$ cat src/verilog/pnc_pkg.sv
package pnc_pkg;

    // ----------------------------------------
    // Register offsets (byte addresses)
    // ----------------------------------------
    localparam logic [7:0] SYSCFG2_OFS = 8'h00;
    localparam logic [7:0] PROTCFG_OFS = 8'h04;
    localparam logic [7:0] INT1CTL_OFS = 8'h08;
    localparam logic [7:0] STATUS_OFS = 8'h0c;

    // ----------------------------------------
    // Field positions
    // ----------------------------------------
    localparam int LOCK_BIT = 0;
    localparam int NMISEL_BIT = 1;
    localparam int INT1_EN_BIT = 0;
    localparam int INT1_PRIO_BIT = 1;
    localparam int ST_REJECT_BIT = 0;
    localparam int ST_PIN_BIT = 1;
    localparam int ST_NMI_BIT = 2;
    localparam int ST_PRIV_BIT = 3;

    // ----------------------------------------
    // Reset values
    // ----------------------------------------
    localparam logic LOCK_RST = 1'b0;
    localparam logic NMISEL_RST = 1'b0;
    localparam logic [7:0] PROTCFG_RST = 8'h00;
    localparam logic INT1_EN_RST = 1'b0;
    localparam logic INT1_PRIO_RST = 1'b0;

    // ----------------------------------------
    // Bus encodings and synchroniser depth
    // ----------------------------------------
    localparam logic [1:0] HTRANS_NONSEQ = 2'b10;
    localparam logic HRESP_OKAY = 1'b0;
    localparam int SYNC_STAGES = 2;

    // ----------------------------------------
    // Carriers
    // ----------------------------------------
    typedef struct packed {
        logic nmi;
        logic high;
        logic low;
    } pnc_intreq_s;

    typedef struct packed {
        logic valid;
        logic write;
        logic [7:0] ofs;
    } pnc_busreq_s;

endpackage

$ cat src/verilog/pnc_int1_arbiter.sv
`timescale 1ns/100ps
module pnc_int1_arbiter (
    input wire logic clk,
    input wire logic rstn,
    input wire logic int1Level,
    input wire logic nmiMode,
    input wire logic int1Enable,
    input wire logic int1PrioHigh,
    input wire logic globalIntEnable,
    output pnc_pkg::pnc_intreq_s intReq
);

    pnc_pkg::pnc_intreq_s nxt_intReq;

    // ----------------------------------------
    // Routing of interrupt 1
    // ----------------------------------------
    // Nonmaskable path bypasses enable, priority select and global mask
    always_comb begin
        nxt_intReq.nmi = int1Level & nmiMode;
        nxt_intReq.high = int1Level & ~nmiMode & int1Enable & int1PrioHigh & globalIntEnable;
        nxt_intReq.low = int1Level & ~nmiMode & int1Enable & ~int1PrioHigh & globalIntEnable;
    end

    // Registered so the request lines never glitch
    always_ff @(posedge clk or negedge rstn) begin
        if (!rstn) begin
            intReq <= '0;
        end else begin
            intReq <= nxt_intReq;
        end
    end

endmodule

$ cat src/verilog/pnc_privilege_nmi_config.sv
`timescale 1ns/100ps
// What this block does
// Writing 1 to the lock bit leaves privilege mode and blocks later writes to protected bits.
// The lock bit clears only on reset; writing 0 to it does nothing.
// Protected configuration bits change only while privilege mode is active.
// The nonmaskable-select bit makes interrupt 1 maskable when 0 and nonmaskable when 1.
// A nonmaskable interrupt 1 ranks just below reset, above every other source.
// A nonmaskable interrupt 1 is neither blocked nor delayed by the global interrupt mask.
// In nonmaskable mode the enable and priority-select bits of interrupt 1 are ignored.
// The nonmaskable-select bit can be written only while privilege mode is active.
// The lock bit reads 0 in privilege mode and 1 once privilege mode is disabled.
module pnc_privilege_nmi_config #(
    parameter int ADDR_W = 32
) (
    input wire logic clk,
    input wire logic rstn,
    // AHB-Lite slave
    input wire logic hsel,
    input wire logic [ADDR_W-1:0] haddr,
    input wire logic [1:0] htrans,
    input wire logic hwrite,
    input wire logic [2:0] hsize,
    input wire logic [31:0] hwdata,
    input wire logic hready,
    output logic [31:0] hrdata,
    output logic hreadyout,
    output logic hresp,
    // Interrupt side
    input wire logic int1Pin,
    input wire logic globalIntEnable,
    input wire logic otherIntHigh,
    input wire logic otherIntLow,
    output pnc_pkg::pnc_intreq_s intReq,
    output logic [1:0] serviceSource,
    // Configuration outputs
    output logic privilegeActive,
    output logic [7:0] protCfg
);

    // ----------------------------------------
    // Reset release
    // ----------------------------------------
    logic rstMeta_ff;
    logic rstSyncN_ff;

    // Asserts at once, releases two edges later
    always_ff @(posedge clk or negedge rstn) begin
        if (!rstn) begin
            rstMeta_ff <= 1'b0;
            rstSyncN_ff <= 1'b0;
        end else begin
            rstMeta_ff <= 1'b1;
            rstSyncN_ff <= rstMeta_ff;
        end
    end

    // ----------------------------------------
    // Declarations
    // ----------------------------------------
    pnc_pkg::pnc_busreq_s busReq_ff;
    logic lock_ff;
    logic nmiSel_ff;
    logic [7:0] protCfg_ff;
    logic int1En_ff;
    logic int1Prio_ff;
    logic reject_ff;
    logic int1Sync;
    logic accept;
    logic wrPhase;
    logic [7:0] wrByte;
    logic privWrAttempt;
    logic rejectEvent;
    logic rejectClear;
    logic [7:0] rdByte;
    pnc_pkg::pnc_intreq_s int1Req;
    logic [1:0] nxt_serviceSource;

    // ----------------------------------------
    // Input synchroniser
    // ----------------------------------------
    // Interrupt pin is asynchronous to clk
    pnc_sync #(
        .WIDTH(1)
    ) u_int1_sync (
        .clk(clk),
        .rstn(rstSyncN_ff),
        .asyncIn(int1Pin),
        .syncOut(int1Sync)
    );

    // ----------------------------------------
    // Bus address phase
    // ----------------------------------------
    // Only NONSEQ is used by the master; SEQ is treated alike
    assign accept = hsel & htrans[1] & hready;

    // Capture address phase; hsize is ignored, only words are used
    always_ff @(posedge clk or negedge rstSyncN_ff) begin
        if (!rstSyncN_ff) begin
            busReq_ff <= '0;
        end else if (hready) begin
            busReq_ff.valid <= accept;
            busReq_ff.write <= hwrite;
            busReq_ff.ofs <= haddr[7:0];
        end
    end

    // Reads take one wait state so that a write just ahead is seen
    always_ff @(posedge clk or negedge rstSyncN_ff) begin
        if (!rstSyncN_ff) begin
            hreadyout <= 1'b1;
        end else begin
            hreadyout <= ~(accept & ~hwrite);
        end
    end

    // Response is always OKAY
    always_ff @(posedge clk or negedge rstSyncN_ff) begin
        if (!rstSyncN_ff) begin
            hresp <= pnc_pkg::HRESP_OKAY;
        end else begin
            hresp <= pnc_pkg::HRESP_OKAY;
        end
    end

    // ----------------------------------------
    // Write data phase
    // ----------------------------------------
    assign wrPhase = busReq_ff.valid & busReq_ff.write;
    assign wrByte = hwdata[7:0];

    // A write to the protected byte, or one that would change the nonmaskable select, once privilege is gone
    assign privWrAttempt = wrPhase & lock_ff &
        (busReq_ff.ofs == pnc_pkg::PROTCFG_OFS ||
        (busReq_ff.ofs == pnc_pkg::SYSCFG2_OFS && wrByte[pnc_pkg::NMISEL_BIT] != nmiSel_ff));
    assign rejectEvent = privWrAttempt;
    assign rejectClear = wrPhase & (busReq_ff.ofs == pnc_pkg::STATUS_OFS) & wrByte[pnc_pkg::ST_REJECT_BIT];

    // ----------------------------------------
    // Privilege lock bit
    // ----------------------------------------
    // Set only; writing 0 is ignored, reset alone clears it
    always_ff @(posedge clk or negedge rstSyncN_ff) begin
        if (!rstSyncN_ff) begin
            lock_ff <= pnc_pkg::LOCK_RST;
        end else if (wrPhase && busReq_ff.ofs == pnc_pkg::SYSCFG2_OFS && wrByte[pnc_pkg::LOCK_BIT]) begin
            lock_ff <= 1'b1;
        end
    end

    // ----------------------------------------
    // Interrupt 1 nonmaskable select
    // ----------------------------------------
    // A write carrying the lock bit may still set this bit in the same cycle
    always_ff @(posedge clk or negedge rstSyncN_ff) begin
        if (!rstSyncN_ff) begin
            nmiSel_ff <= pnc_pkg::NMISEL_RST;
        end else if (wrPhase && busReq_ff.ofs == pnc_pkg::SYSCFG2_OFS && !lock_ff) begin
            nmiSel_ff <= wrByte[pnc_pkg::NMISEL_BIT];
        end
    end

    // ----------------------------------------
    // Protected configuration byte
    // ----------------------------------------
    // Stands for the other privilege-write fields of the chip
    always_ff @(posedge clk or negedge rstSyncN_ff) begin
        if (!rstSyncN_ff) begin
            protCfg_ff <= pnc_pkg::PROTCFG_RST;
        end else if (wrPhase && busReq_ff.ofs == pnc_pkg::PROTCFG_OFS && !lock_ff) begin
            protCfg_ff <= wrByte;
        end
    end

    // ----------------------------------------
    // Interrupt 1 control
    // ----------------------------------------
    // Always writable; ignored downstream in nonmaskable mode
    always_ff @(posedge clk or negedge rstSyncN_ff) begin
        if (!rstSyncN_ff) begin
            int1En_ff <= pnc_pkg::INT1_EN_RST;
            int1Prio_ff <= pnc_pkg::INT1_PRIO_RST;
        end else if (wrPhase && busReq_ff.ofs == pnc_pkg::INT1CTL_OFS) begin
            int1En_ff <= wrByte[pnc_pkg::INT1_EN_BIT];
            int1Prio_ff <= wrByte[pnc_pkg::INT1_PRIO_BIT];
        end
    end

    // ----------------------------------------
    // Rejected-write flag
    // ----------------------------------------
    // Sticky; a new rejection in the clearing cycle wins
    always_ff @(posedge clk or negedge rstSyncN_ff) begin
        if (!rstSyncN_ff) begin
            reject_ff <= 1'b0;
        end else if (rejectEvent) begin
            reject_ff <= 1'b1;
        end else if (rejectClear) begin
            reject_ff <= 1'b0;
        end
    end

    // ----------------------------------------
    // Read data
    // ----------------------------------------
    // Unmapped offsets and reserved bits read as zero
    always_comb begin
        rdByte = 8'h00;
        if (busReq_ff.ofs == pnc_pkg::SYSCFG2_OFS) begin
            rdByte[pnc_pkg::LOCK_BIT] = lock_ff;
            rdByte[pnc_pkg::NMISEL_BIT] = nmiSel_ff;
        end else if (busReq_ff.ofs == pnc_pkg::PROTCFG_OFS) begin
            rdByte = protCfg_ff;
        end else if (busReq_ff.ofs == pnc_pkg::INT1CTL_OFS) begin
            rdByte[pnc_pkg::INT1_EN_BIT] = int1En_ff;
            rdByte[pnc_pkg::INT1_PRIO_BIT] = int1Prio_ff;
        end else if (busReq_ff.ofs == pnc_pkg::STATUS_OFS) begin
            rdByte[pnc_pkg::ST_REJECT_BIT] = reject_ff;
            rdByte[pnc_pkg::ST_PIN_BIT] = int1Sync;
            rdByte[pnc_pkg::ST_NMI_BIT] = nmiSel_ff;
            rdByte[pnc_pkg::ST_PRIV_BIT] = ~lock_ff;
        end
    end

    // Loaded in the wait cycle, stands until the next read
    always_ff @(posedge clk or negedge rstSyncN_ff) begin
        if (!rstSyncN_ff) begin
            hrdata <= 32'h0000_0000;
        end else if (busReq_ff.valid && !busReq_ff.write && !hreadyout) begin
            hrdata <= {24'h00_0000, rdByte};
        end
    end

    // ----------------------------------------
    // Interrupt 1 routing
    // ----------------------------------------
    pnc_int1_arbiter u_arbiter (
        .clk(clk),
        .rstn(rstSyncN_ff),
        .int1Level(int1Sync),
        .nmiMode(nmiSel_ff),
        .int1Enable(int1En_ff),
        .int1PrioHigh(int1Prio_ff),
        .globalIntEnable(globalIntEnable),
        .intReq(int1Req)
    );

    // ----------------------------------------
    // Service ranking
    // ----------------------------------------
    // 3 = int1_nonmask_select, 2 = high level, 1 = low level, 0 = none
    always_comb begin
        if (int1Req.nmi) begin
            nxt_serviceSource = 2'h3;
        end else if (int1Req.high || (otherIntHigh && globalIntEnable)) begin
            nxt_serviceSource = 2'h2;
        end else if (int1Req.low || (otherIntLow && globalIntEnable)) begin
            nxt_serviceSource = 2'h1;
        end else begin
            nxt_serviceSource = 2'h0;
        end
    end

    // Request lines and ranking, all from flops
    always_ff @(posedge clk or negedge rstSyncN_ff) begin
        if (!rstSyncN_ff) begin
            intReq <= '0;
            serviceSource <= 2'h0;
        end else begin
            intReq.nmi <= int1Req.nmi;
            intReq.high <= int1Req.high | (otherIntHigh & globalIntEnable);
            intReq.low <= int1Req.low | (otherIntLow & globalIntEnable);
            serviceSource <= nxt_serviceSource;
        end
    end

    // ----------------------------------------
    // Configuration outputs
    // ----------------------------------------
    always_ff @(posedge clk or negedge rstSyncN_ff) begin
        if (!rstSyncN_ff) begin
            privilegeActive <= 1'b1;
            protCfg <= pnc_pkg::PROTCFG_RST;
        end else begin
            privilegeActive <= ~lock_ff;
            protCfg <= protCfg_ff;
        end
    end

endmodule

$ cat src/verilog/pnc_sync.sv
`timescale 1ns/100ps
module pnc_sync #(
    parameter int WIDTH = 1
) (
    input wire logic clk,
    input wire logic rstn,
    input wire logic [WIDTH-1:0] asyncIn,
    output logic [WIDTH-1:0] syncOut
);

    logic [WIDTH-1:0] stage1_ff;

    // Two flops; first stage feeds only the second
    always_ff @(posedge clk or negedge rstn) begin
        if (!rstn) begin
            stage1_ff <= '0;
            syncOut <= '0;
        end else begin
            stage1_ff <= asyncIn;
            syncOut <= stage1_ff;
        end
    end

endmodule
$ cat config.mk
export PLATFORM = sky130hd
export DESIGN_NAME = pnc_privilege_nmi_config
export DESIGN_NICKNAME = d
export VERILOG_FILES = /design/src/verilog/pnc_pkg.sv /design/src/verilog/pnc_int1_arbiter.sv /design/src/verilog/pnc_privilege_nmi_config.sv /design/src/verilog/pnc_sync.sv
export SDC_FILE = /design/constraint.sdc
export NUM_CORES = 1
export LEC_CHECK = 0
export BUFFER_PORTS_ARGS = -buffer_cell sky130_fd_sc_hd__buf_2
export CAP_MARGIN = 5
export CORE_ASPECT_RATIO = 0.7
export CORE_MARGIN = 2
export CORE_UTILIZATION = 39
export CTS_CLUSTER_DIAMETER = 100
export CTS_CLUSTER_SIZE = 14
export DETAILED_ROUTE_END_ITERATION = 8
export PLACE_DENSITY = 0.85
export SYNTH_ARGS = -nofsm -noshare
export SYNTH_HDL_FRONTEND = slang
export SYNTH_SLANG_ARGS = --single-unit
$ cat constraint.sdc
create_clock -name clk -period 1.5 [get_ports clk]
set_input_delay 0.3 -clock clk [delete_from_list [all_inputs] [get_ports clk]]
set_output_delay 0.3 -clock clk [all_outputs]
set_load 0.005 [all_outputs]
==> key figures, run 1 <==
Clock tree
  • Clock slew at reported path FFs: 0.10 ns
  • Inserted Clock Buffers: 5
  • Clock tree from TritonCTS: built
  • Root Driver: sky130_fd_sc_hd__clkbuf_8
  • Clock insertion delay at the later pin of the skew report: 0.30 ns
  • Deepest clock path buffer count: 2
  • H-Tree Depth: 2
  • TritonCTS sink count: 53

STA
  • Max Fclk: 548 MHz
  • Final critical-path required period: 1.83 ns
  • Accumulated negative setup slack: -3.71 ns
  • Unrepaired setup endpoints after global routing: true
  • Share of the clock period used by the worst path after layout: 122%
  • Final Hold Viols: 0
  • Skew final: 0.00686 ns
  • Number of failing setup endpoints in the final timing report: 20
  • Worst-case setup margin in the final layout: -0.325 ns
  • Final slew viol count: 0

Yosys
  • Number of flip-flops and latches in the synthesized netlist: 53
  • Post-Synthesis Mean Instance Area: 13.3 sq um
  • Library cells used by synthesis: 38
  • Area of the mapped netlist: 2180 sq um
  • Yosys top cell area share: 58.5%
  • Yosys top cell by area: sky130_fd_sc_hd__dfrtp_1
  • Top area cells in the synthesized netlist: sky130_fd_sc_hd__dfrtp_1, sky130_fd_sc_hd__mux2_2, sky130_fd_sc_hd__buf_4
  • Synth warn: 0
  • Cell count after synthesis: 164
  • Share of the yosys chip area belonging to registers: 60.9%

Global routing
  • Largest net degree at the start of global routing: 38
  • Wire length of the first global-routing pass: 6220 um
  • Number of global-route vias before repair: 1256
  • Remaining Overflow, GRT: 0
  • Total global-route track usage: 13.5%
  • Antenna violations before repair: 0

Status
  • Failing checks: setup timing
  • Outcome: finished with violations

Detailed routing
  • Residual antenna-violating net count after detailed routing: 0
  • Post-detailed-route via-to-cell ratio: 4.55
  • Overall routed net length: 4010 um
  • Avg WL per Cell: 13.1 um
  • Length of the first detailed-routing pass in iterations: 4
  • Count of unresolved DRC violations after routing: 0
  • Initial DRC Count: 50
  • Total number of vias: 1396
  • Met2 wire length: 1820 um
  • DR top layer: met4
  • Met3 routed WL: 240 um
  • M1 wire length: 1900 um

Placed design
  • GP Congestion: 0.863
  • Post-detailed-placement half-perimeter wirelength: 3050 um
  • Cell area reported after detailed placement: 2560 sq um
  • Count of port buffers added during placement: 48

Final layout
  • Area of all placed cells without fillers: 2730 sq um
  • Most frequent standard cell in the layout excluding fill and tap cells: sky130_fd_sc_hd__dfrtp_1
  • ANT cells: 0
  • Footprint of the multi-input gates: 778 sq um
  • Commonest cells after routing, fill and taps aside: sky130_fd_sc_hd__dfrtp_1, sky130_fd_sc_hd__buf_2, sky130_fd_sc_hd__conb_1
  • Area added between synthesis and finish: 25.1%
  • Final nets: 312
  • Ratio of cells with drive above 1 in the final layout: 49.4%
  • Sequential Area: 1330 sq um
  • Total of fill cells in the finished design: 478

Power
  • PwrDens: 972 nW/um^2
  • Sum of internal, switching and leakage power: 2.65 mW
  • Leakage dissipation: 1.38 nW
  • Peak supply drop: 0.519 mV

Setup path
  • Depth of the worst register-to-register path: 4
  • Nature of the critical path startpoint: flop
  • Nature of the critical path endpoint: flop
  • Worst path arrival time: 2.02 ns
  • Register-to-register setup slack: -0.33 ns
  • CP Max Fanout: 8
  • Startpoint-to-endpoint class of the critical path: reg2reg
  • Required time of the critical path: 1.70 ns

Die
  • Placeable core region: 5310 sq um
  • I/O pin count: 126
  • Y dimension of the die: 66.6 um
  • Width of the chip: 93.4 um
  • Number of rows in the core area: 22
  • Effective utilization at floorplan: 41.1%
  • Die ar.: 6220 sq um

Min path
  • Hold Path Cell Cnt: 1
  • Hold WC Path Type: in2reg

Job
  • Total of max-cap violations: 0
synth_stat cells, drive strengths merged:
cell / count
and3: 1
conb: 2
nor2: 5
a221o: 2
inv: 6
nand2b: 2
a22o: 5
a31oi: 1
nand2: 5
nor2b: 1
or3b: 1
or4: 1
buf: 27
nand3: 4
nand3b: 1
and2: 1
mux2: 20
o21ai: 3
or2: 1
nor3: 5
a41oi: 1
clkbuf: 3
nand4b: 1
mux4: 1
a21o: 2
dfstp: 2
dfrtp: 51
nor4: 1
xor2: 1
o2111ai: 1
nand4: 3
a21oi: 3
final timing paths:
| check | startpoint | endpoint |
|---|---|---|
| max | busReq_ff[4]$_DFFE_PN0P_ | protCfg_ff[6]$_DFFE_PN0P_ |
| min | int1Pin | u_int1_sync.stage1_ff$_DFF_PN0_ |
| max reg2reg | busReq_ff[4]$_DFFE_PN0P_ | protCfg_ff[6]$_DFFE_PN0P_ |
| min reg2reg | rstSyncN_ff$_DFF_PN0_ | hrdata[4]$_DFFE_PN0P_ |
| max in group asynchronous | rstSyncN_ff$_DFF_PN0_ | hreadyout$_DFF_PN1_ |
| min in group asynchronous | rstSyncN_ff$_DFF_PN0_ | hrdata[4]$_DFFE_PN0P_ |
metal layers:
| layer | up-vias | global-route usage [%] |
|---|---|---|
| met5 | - | 0 |
| met2 | 46 | 19.9 |
| li1 | 653 | - |
| met1 | 690 | 19.1 |
| met3 | 7 | 3.85 |
| met4 | 0 | 4.96 |
flip-flops by register name, summed over array words and instances (netlist names), 2 cells and up:
signal / flops
protCfg_ff: 8
intReq: 3
busReq_ff: 10
protCfg: 8
serviceSource: 2
u_arbiter.intReq: 3
hrdata: 8
through the flow:
stage                     setup slack (ns)  cells  utilization (%)  hold slack (ns)
after global placement              -0.268    297             48.2           0.0865
final                               -0.325    307             51.3           0.0972
after detailed placement            -0.306    297             48.2           0.0882
after floorplan                     -0.219    188                -          0.00441
after CTS                           -0.316    307             50.7           0.0891
after global routing                -0.383    307             51.3           0.0913
cell type report:
cell class              instances  area share, %
well taps                      72           3.30
inverters                       6          0.826
flip-flops and latches         53           48.8
clock inverters                 3          0.780
multi-input cells              99           28.5
repair buffers                 69           15.3
clock buffers                   5           2.52
cells by family (layout without fill, tap and decap cells):
group / Yosys count / in the layout / share of synthesized area, %
flops: 53 / 53 / 60.9
buf+inv: 36 / 83 / 10.6
simple gates: 33 / 33 / 9.98
mux: 21 / 21 / 11.7
compound gates: 18 / 18 / 6.08
other cells: 2 / 26 / 0.344
xor+xnor: 1 / 1 / 0.402
report_power, final:
| group | switching [mW] | internal (mW) | leakage (nW) |
|---|---|---|---|
| sequential | 0.0455 | 1.50 | 0.648 |
| combinational | 0.156 | 0.157 | 0.687 |
| clock | 0.456 | 0.331 | 0.0445 |
worst max-delay path, stage by stage, from the launching register on:
cell and delay [ns]:
sky130_fd_sc_hd__dfrtp_1 0.39, sky130_fd_sc_hd__or4_4 0.58, sky130_fd_sc_hd__nor3_4 0.18, sky130_fd_sc_hd__nand4_4 0.21
sky130_fd_sc_hd__mux2_4 0.35
what timing repair did:
| action | in CTS | in global routing |
|---|---|---|
| endpoints found under the setup margin | 20 | 21 |
| setup buffers | 1 | 0 |
| resized for setup | 6 | 8 |
| cloned | 0 | 0 |
| hold buffers | 1 | 0 |
| pin swaps | 5 | 4 |
| hold endpoints to repair | 2 | 0 |
Power figures use the tool's default switching activity.
==> inputs of run 2 (changes only) <==
- ABC_AREA: default -> 1
- SYNTH_HIERARCHICAL: default -> 1
==> key figures, run 2 <==
Clock tree
  • Clock slew at reported path FFs: 0.09 ns (about the same)
  • H-Tree Depth: 2 (unchanged)
  • TritonCTS sink count: 53 (unchanged)
  • Clock insertion delay at the later pin of the skew report: 0.30 ns (about the same)
  • Root Driver: sky130_fd_sc_hd__clkbuf_8
  • Total setup buffers inserted after CTS: 0 (-1)
  • Inserted Clock Buffers: 5 (unchanged)
  • Deepest clock path buffer count: 2 (unchanged)
  • Clock tree from TritonCTS: built

Setup path
  • Number of gates on the worst path with buffers counted: 6 (+2)
  • Register-to-register setup slack: 0.17 ns (+0.50 ns)
  • CP Max Fanout: 5 (-3)
  • Critical path buffer and inverter count: 2 (+2)
  • Cell type group with the largest total delay on the critical path: simple AND/OR/NAND/NOR gates
  • Nature of the critical path startpoint: flop
  • Depth of the worst register-to-register path: 6 (+2)
  • Required time of the critical path: 1.70 ns (about the same)
  • Critical Path End: nmiSel_ff$_DFFE_PN0P_
  • CP max stage cell: sky130_fd_sc_hd__dfrtp_1
  • Reg2reg start: busReq_ff[2]$_DFFE_PN0P_
  • Crit. Startpoint: busReq_ff[2]$_DFFE_PN0P_
  • Cells along the critical path: inv_2 > nand3_1 > nor2_1 > nand2_1 > o21ai_1 > inv_1
  • Nature of the critical path endpoint: flop
  • Slowest stage delay, CP: 0.43 ns (-0.15 ns)
  • Startpoint-to-endpoint class of the critical path: reg2reg
  • Worst path arrival time: 1.53 ns (-0.49 ns)
  • Reg2reg end: nmiSel_ff$_DFFE_PN0P_

Yosys
  • Number of enable-type register cells in the synthesized netlist: 0 (unchanged)
  • Cell count after synthesis: 237 (+45%)
  • Area of the mapped netlist: 2250 sq um (+3.3%)
  • Share of the yosys chip area belonging to registers: 59.0% (-1.9 points)
  • List of most frequent post-synthesis cells: sky130_fd_sc_hd__nand2_1, sky130_fd_sc_hd__dfrtp_1, sky130_fd_sc_hd__nand3_1
  • Yosys top cell area share: 56.7% (-1.9 points)
  • Most instantiated library cell after synthesis: sky130_fd_sc_hd__nand2_1
  • Synth warn: 6 (+6)
  • Post-synthesis async set-or-reset flop share: 100% (unchanged)
  • Most used DFF post-synth: sky130_fd_sc_hd__dfrtp_1
  • Top area cells in the synthesized netlist: sky130_fd_sc_hd__dfrtp_1, sky130_fd_sc_hd__nand2_1, sky130_fd_sc_hd__buf_4
  • Post-Synthesis Mean Instance Area: 9.50 sq um (-29%)
  • Number of flip-flops and latches in the synthesized netlist: 53 (unchanged)
  • Yosys top cell by area: sky130_fd_sc_hd__dfrtp_1
  • Library cells used by synthesis: 24 (-37%)

Final layout
  • ANT cells: 0 (unchanged)
  • Area added between synthesis and finish: 15.5%
  • Ratio of cells with drive above 1 in the final layout: 25.7% (-24 points)
  • Final nets: 369 (+18%)
  • Most frequent standard cell in the layout excluding fill and tap cells: sky130_fd_sc_hd__nand2_1
  • Total of fill cells in the finished design: 566 (+18%)
  • Commonest cells after routing, fill and taps aside: sky130_fd_sc_hd__nand2_1, sky130_fd_sc_hd__dfrtp_1, sky130_fd_sc_hd__buf_2
  • Flip-flop count of the largest register, all copies and words added: 10 (unchanged)
  • Register name with the most flops: busReq_ff

Detailed routing
  • Length of the first detailed-routing pass in iterations: 4 (unchanged)
  • Total number of vias: 1625 (+16%)
  • Overall routed net length: 3950 um (-1.5%)
  • Initial DRC Count: 101 (+100%)
  • Residual antenna-violating net count after detailed routing: 0 (unchanged)
  • Post-detailed-route via-to-cell ratio: 4.43 (-2.6%)
  • Count of unresolved DRC violations after routing: 0 (unchanged)
  • Avg WL per Cell: 10.8 um (-18%)

Placed design
  • GP Congestion: 0.796 (-7.8%)
  • Post-detailed-placement half-perimeter wirelength: 3070 um (+0.74%)
  • Count of port buffers added during placement: 48 (unchanged)
  • Dpl ws: 0.0506 ns (+0.357 ns)

Power
  • Sw power: 0.629 mW (-4.4%)
  • Peak supply drop: 0.386 mV (-26%)
  • PwrDens: 970 nW/um^2 (-0.16%)
  • Internal cell power: 1.89 mW (-4.9%)
  • Logic gate share of total power: 8.3% (-3.5 points)
  • Leakage dissipation: 1.39 nW (+1.1%)
  • Relative contribution of the clock network to total power: 31.2% (+1.5 points)
  • Seq pwr share: 60.5% (+2.0 points)
  • Sum of internal, switching and leakage power: 2.52 mW (-4.8%)
  • Switching part of the total: 24.9% (+0.11 points)

Global routing
  • Remaining Overflow, GRT: 0 (unchanged)
  • Total global-route track usage: 13.0% (-0.53 points)
  • Antenna violations before repair: 0 (unchanged)
  • Wire length of the first global-routing pass: 6310 um (+1.4%)
  • Number of global-route vias before repair: 1429 (+14%)
  • Largest net degree at the start of global routing: 31 (-18%)

Die
  • Die ar.: 6410 sq um (+3.1%)
  • Placeable core region: 5640 sq um (+6.2%)
  • Number of rows in the core area: 23 (+4.5%)
  • I/O pin count: 126 (unchanged)
  • Width of the chip: 94.8 um (+1.5%)
  • Y dimension of the die: 67.6 um (+1.5%)
  • Effective utilization at floorplan: 39.9% (-1.1 points)

Status
  • Outcome: completed

STA
  • Skew final: 0.00537 ns (-0.00149 ns)
  • Final critical-path required period: 1.33 ns (-0.500 ns)
  • Share of the clock period used by the worst path after layout: 88.4% (-33 points)
  • Max Fclk: 754 MHz (+38%)
  • Number of failing setup endpoints in the final timing report: 0 (-100%)
  • Unrepaired setup endpoints after global routing: false
  • Accumulated negative setup slack: 0 ns (+3.71 ns)
  • Final slew viol count: 0 (unchanged)
  • Worst-case setup margin in the final layout: 0.174 ns (+0.500 ns)
  • Smallest hold slack: 0.109 ns (+0.0120 ns)
  • Final Hold Viols: 0 (unchanged)

Min path
  • Hold WC Path Type: in2reg

Job
  • Total of max-cap violations: 0 (unchanged)
-- run 2: changes by cell type after synthesis, moves of 3 or more --
| cell | previous run | this run |
|---|---|---|
| sky130_fd_sc_hd__nand3_1 | 4 | 27 |
| sky130_fd_sc_hd__nor2_1 | 5 | 10 |
| sky130_fd_sc_hd__inv_1 | 6 | 24 |
| sky130_fd_sc_hd__o21ai_0 | 3 | 12 |
| sky130_fd_sc_hd__a22o_1 | 5 | 0 |
| sky130_fd_sc_hd__nand2_1 | 5 | 57 |
| sky130_fd_sc_hd__clkbuf_1 | 3 | 0 |
| sky130_fd_sc_hd__mux2_2 | 18 | 0 |
| sky130_fd_sc_hd__nor2_2 | 0 | 3 |
-- run 2: layout make-up --
class	instances	area (sq um)	share of cell area (%)
repair buffers	53	293	11.3
clock inverters	3	21.3	0.818
well taps	75	93.8	3.61
inverters	25	93.8	3.61
flip-flops and latches	53	1330	51.1
clock buffers	5	68.8	2.65
multi-input cells	153	701	26.9
-- run 2: per-layer routing --
metal / share of wire [%] / up-vias / global-route usage (%) / wire length (um)
li1: - / 804 / - / -
met1: 46 / 761 / 17.2 / 1820
met2: 46 / 55 / 21.1 / 1810
met3: 7.4 / 5 / 3.79 / 293
met4: 0.73 / 0 / 3.44 / 29
met5: 0 / - / 0 / 0
-- run 2: timing repair --
| item | in CTS | in global routing |
|---|---|---|
| resized for setup | 0 | 1 |
| hold buffers | 1 | 0 |
| hold endpoints to repair | 2 | 0 |
| endpoints found under the setup margin | 0 | 8 |
-- run 2: power by group through the flow --
stage / combinational (mW) / clock (mW) / sequential (mW)
2_1_floorplan: 0.166 / 0 / 1.56
3_3_place_gp: 0.202 / 0 / 1.55
3_5_place_dp: 0.208 / 0 / 1.56
4_1_cts: 0.211 / 0.822 / 1.53
5_1_grt: 0.248 / 0.874 / 1.54
6_report: 0.209 / 0.788 / 1.53
-- run 2: worst min-delay path by stage --
stage	from	endpoint	cells after the start
2_1_floorplan	rstn	rstMeta_ff$_DFF_PN0_	0
4_1_cts	int1Pin	u_int1_sync/stage1_ff$_DFF_PN0_	1
3_3_place_gp	rstn	rstMeta_ff$_DFF_PN0_	1
5_1_grt	int1Pin	u_int1_sync/stage1_ff$_DFF_PN0_	1
3_5_place_dp	rstn	rstMeta_ff$_DFF_PN0_	1
6_report	int1Pin	u_int1_sync/stage1_ff$_DFF_PN0_	1
-- run 2: stage by stage --
stage | cells | utilization [%] | cell area [sq um]
CTS | 367 | 46.1 | 2600
global route | 367 | 46.1 | 2600
detailed placement | 358 | 44.3 | 2500
finish | 367 | 46.1 | 2600
global placement | 358 | 44.3 | 2500
floorplan | 261 | - | 2340
-- run 2: kinds of logic after synthesis --
logic type | Yosys count | synth area share, %
simple gates | 101 | 19.7
flops | 53 | 59.0
buf+inv | 55 | 14.0
other cells | 2 | 0.333
xor+xnor | 1 | 0.389
compound gates | 25 | 6.61
==> inputs of run 3 (changes only) <==
- PLACE_DENSITY: 0.85 -> default
- PLACE_DENSITY_LB_ADDON: default -> 0.3
==> key figures, run 3 (synthesized netlist as in run 2, its figures left out) <==
Status
  • Outcome: completed

Placed design
  • Placed Cells: 358 (unchanged)
  • Count of port buffers added during placement: 48 (unchanged)
  • GP Congestion: 0.815 (+2.4%)
  • Post-detailed-placement half-perimeter wirelength: 2900 um (-5.3%)

Setup path
  • Required time of the critical path: 1.71 ns (about the same)
  • Startpoint-to-endpoint class of the critical path: reg2reg
  • Slowest stage delay, CP: 0.43 ns (about the same)
  • Cells along the critical path: inv_2 > nand3_1 > nor2_1 > nand2_1 > o21ai_1 > inv_1
  • CP max stage cell: sky130_fd_sc_hd__dfrtp_1
  • Nature of the critical path startpoint: flop
  • Nature of the critical path endpoint: flop
  • Worst path arrival time: 1.49 ns (-0.04 ns)
  • Critical path buffer and inverter count: 2 (unchanged)
  • CP Max Fanout: 5 (unchanged)
  • Cell type group with the largest total delay on the critical path: simple AND/OR/NAND/NOR gates

Detailed routing
  • Total number of vias: 1562 (-3.9%)
  • Initial DRC Count: 70 (-31%)
  • Post-detailed-route via-to-cell ratio: 4.26 (-3.9%)
  • Overall routed net length: 3900 um (-1.2%)
  • Residual antenna-violating net count after detailed routing: 0 (unchanged)
  • Count of unresolved DRC violations after routing: 0 (unchanged)
  • Avg WL per Cell: 10.6 um (-1.2%)
  • Length of the first detailed-routing pass in iterations: 4 (unchanged)

Final layout
  • Flip-flop count of the largest register, all copies and words added: 10 (unchanged)
  • ANT cells: 0 (unchanged)
  • Ratio of cells with drive above 1 in the final layout: 25.3% (-0.34 points)
  • Final nets: 369 (unchanged)
  • Area added between synthesis and finish: 16.4%
  • Total of fill cells in the finished design: 584 (+3.2%)
  • Commonest cells after routing, fill and taps aside: sky130_fd_sc_hd__nand2_1, sky130_fd_sc_hd__dfrtp_1, sky130_fd_sc_hd__buf_2
  • Register name with the most flops: busReq_ff
  • Most frequent standard cell in the layout excluding fill and tap cells: sky130_fd_sc_hd__nand2_1
  • Non-filler instance count after layout: 367 (unchanged)

Die
  • I/O pin count: 126 (unchanged)
  • Die ar.: 6410 sq um (unchanged)
  • Placeable core region: 5640 sq um (unchanged)
  • Number of rows in the core area: 23 (unchanged)
  • Effective utilization at floorplan: 39.9% (unchanged)
  • Y dimension of the die: 67.6 um (unchanged)
  • Width of the chip: 94.8 um (unchanged)

STA
  • Smallest hold slack: 0.103 ns (-0.00587 ns)
  • Unrepaired setup endpoints after global routing: false
  • Final slew viol count: 0 (unchanged)
  • Accumulated negative setup slack: 0 ns (unchanged)
  • Skew final: 0.0106 ns (+0.00519 ns)
  • Final critical-path required period: 1.28 ns (-0.0451 ns)
  • Max Fclk: 781 MHz (+3.5%)
  • Final Hold Viols: 0 (unchanged)
  • Number of failing setup endpoints in the final timing report: 0 (unchanged)
  • Share of the clock period used by the worst path after layout: 85.4% (-3.0 points)

Clock tree
  • Inserted Clock Buffers: 5 (unchanged)
  • Clock tree from TritonCTS: built
  • Clock slew at reported path FFs: 0.10 ns (about the same)
  • Deepest clock path buffer count: 2 (unchanged)
  • TritonCTS sink count: 53 (unchanged)
  • H-Tree Depth: 2 (unchanged)
  • Root Driver: sky130_fd_sc_hd__clkbuf_8
  • Clock insertion delay at the later pin of the skew report: 0.31 ns (about the same)
  • Total setup buffers inserted after CTS: 0 (unchanged)

Power
  • Seq pwr share: 56.1% (-4.4 points)
  • Relative contribution of the clock network to total power: 35.8% (+4.6 points)
  • PwrDens: 1030 nW/um^2 (+6.1%)
  • Leakage dissipation: 1.41 nW (+0.78%)
  • Sw power: 0.636 mW (+1.1%)
  • Switching part of the total: 23.5% (-1.4 points)
  • Logic gate share of total power: 8.1% (-0.2 points)
  • Internal cell power: 2.06 mW (+9.0%)
  • Peak supply drop: 0.442 mV (+14%)

Min path
  • Hold WC Path Type: in2reg

Global routing
  • Antenna violations before repair: 0 (unchanged)
  • Largest net degree at the start of global routing: 52 (+68%)
  • Remaining Overflow, GRT: 0 (unchanged)
  • Number of global-route vias before repair: 1318 (-7.8%)
  • Total global-route track usage: 12.8% (-0.17 points)
  • Wire length of the first global-routing pass: 6170 um (-2.3%)

Job
  • Total of max-cap violations: 0 (unchanged)
## run 3: final cells by class
cell class                 instances  area [sq um]  area share, %
tap                               75          93.8           3.58
timing repair buffer              53           293           11.2
clock inverter                     2          38.8           1.48
inverter                          25          93.8           3.58
multi-input combinational        153           701           26.7
sequential                        53          1330           50.7
clock buffer                       6          72.6           2.77
## run 3: final timing paths
check | slack [ns] | from | cells past startpoint | to
worst max-delay path | 0.22 | busReq_ff[2]$_DFFE_PN0P_ | 6 | nmiSel_ff$_DFFE_PN0P_
worst min-delay path | 0.10 | int1Pin | 1 | u_int1_sync/stage1_ff$_DFF_PN0_
worst max register to register | 0.22 | busReq_ff[2]$_DFFE_PN0P_ | 6 | nmiSel_ff$_DFFE_PN0P_
worst min register to register | 0.23 | rstSyncN_ff$_DFF_PN0_ | 1 | u_int1_sync/syncOut$_DFF_PN0_
max in group asynchronous | 0.97 | rstSyncN_ff$_DFF_PN0_ | 1 | hreadyout$_DFF_PN1_
min in group asynchronous | 0.23 | rstSyncN_ff$_DFF_PN0_ | 1 | u_int1_sync/syncOut$_DFF_PN0_
## run 3: what timing repair did
| action | 4_1_cts | 5_1_grt |
|---|---|---|
| endpoints found under the hold margin | 2 | 0 |
| setup endpoints to repair | 0 | 6 |
| gates resized for setup | 0 | 1 |
| hold buffers | 1 | 0 |
## run 3: per-stage QoR
step | total power, mW | cell area [sq um] | setup slack [ns] | util (%)
CTS | 2.72 | 2620 | 0.0840 | 46.5
global placement | 1.76 | 2500 | 0.0959 | 44.3
floorplan | 1.72 | 2340 | 0.383 | -
finish | 2.70 | 2620 | 0.219 | 46.5
global route | 2.83 | 2620 | 0.0804 | 46.5
detailed placement | 1.76 | 2500 | 0.0900 | 44.3
## run 3: routing by layer
| metal | GRT usage (%) | vias up | wire length [um] |
|---|---|---|---|
| met3 | 3.79 | 5 | 261 |
| met4 | 4.53 | 0 | 41 |
| li1 | - | 796 | - |
| met5 | 0 | - | 0 |
| met1 | 18.9 | 710 | 1980 |
| met2 | 17.8 | 51 | 1620 |
## run 3: worst reg2reg max path: stages, from the launching register on
cell and delay, ns:
sky130_fd_sc_hd__dfrtp_1 0.43, sky130_fd_sc_hd__inv_2 0.11, sky130_fd_sc_hd__nand3_1 0.10, sky130_fd_sc_hd__nor2_1 0.25, sky130_fd_sc_hd__nand2_1 0.11, sky130_fd_sc_hd__o21ai_1 0.13, sky130_fd_sc_hd__inv_1 0.05
## run 3: power groups by stage
stage                     Combinational, mW  Clock (mW)  Sequential, mW
after floorplan                       0.166           0            1.56
after global placement                0.217           0            1.54
after detailed placement              0.221           0            1.54
after CTS                             0.223       0.982            1.52
after global routing                  0.254        1.05            1.52
final                                 0.220       0.966            1.52
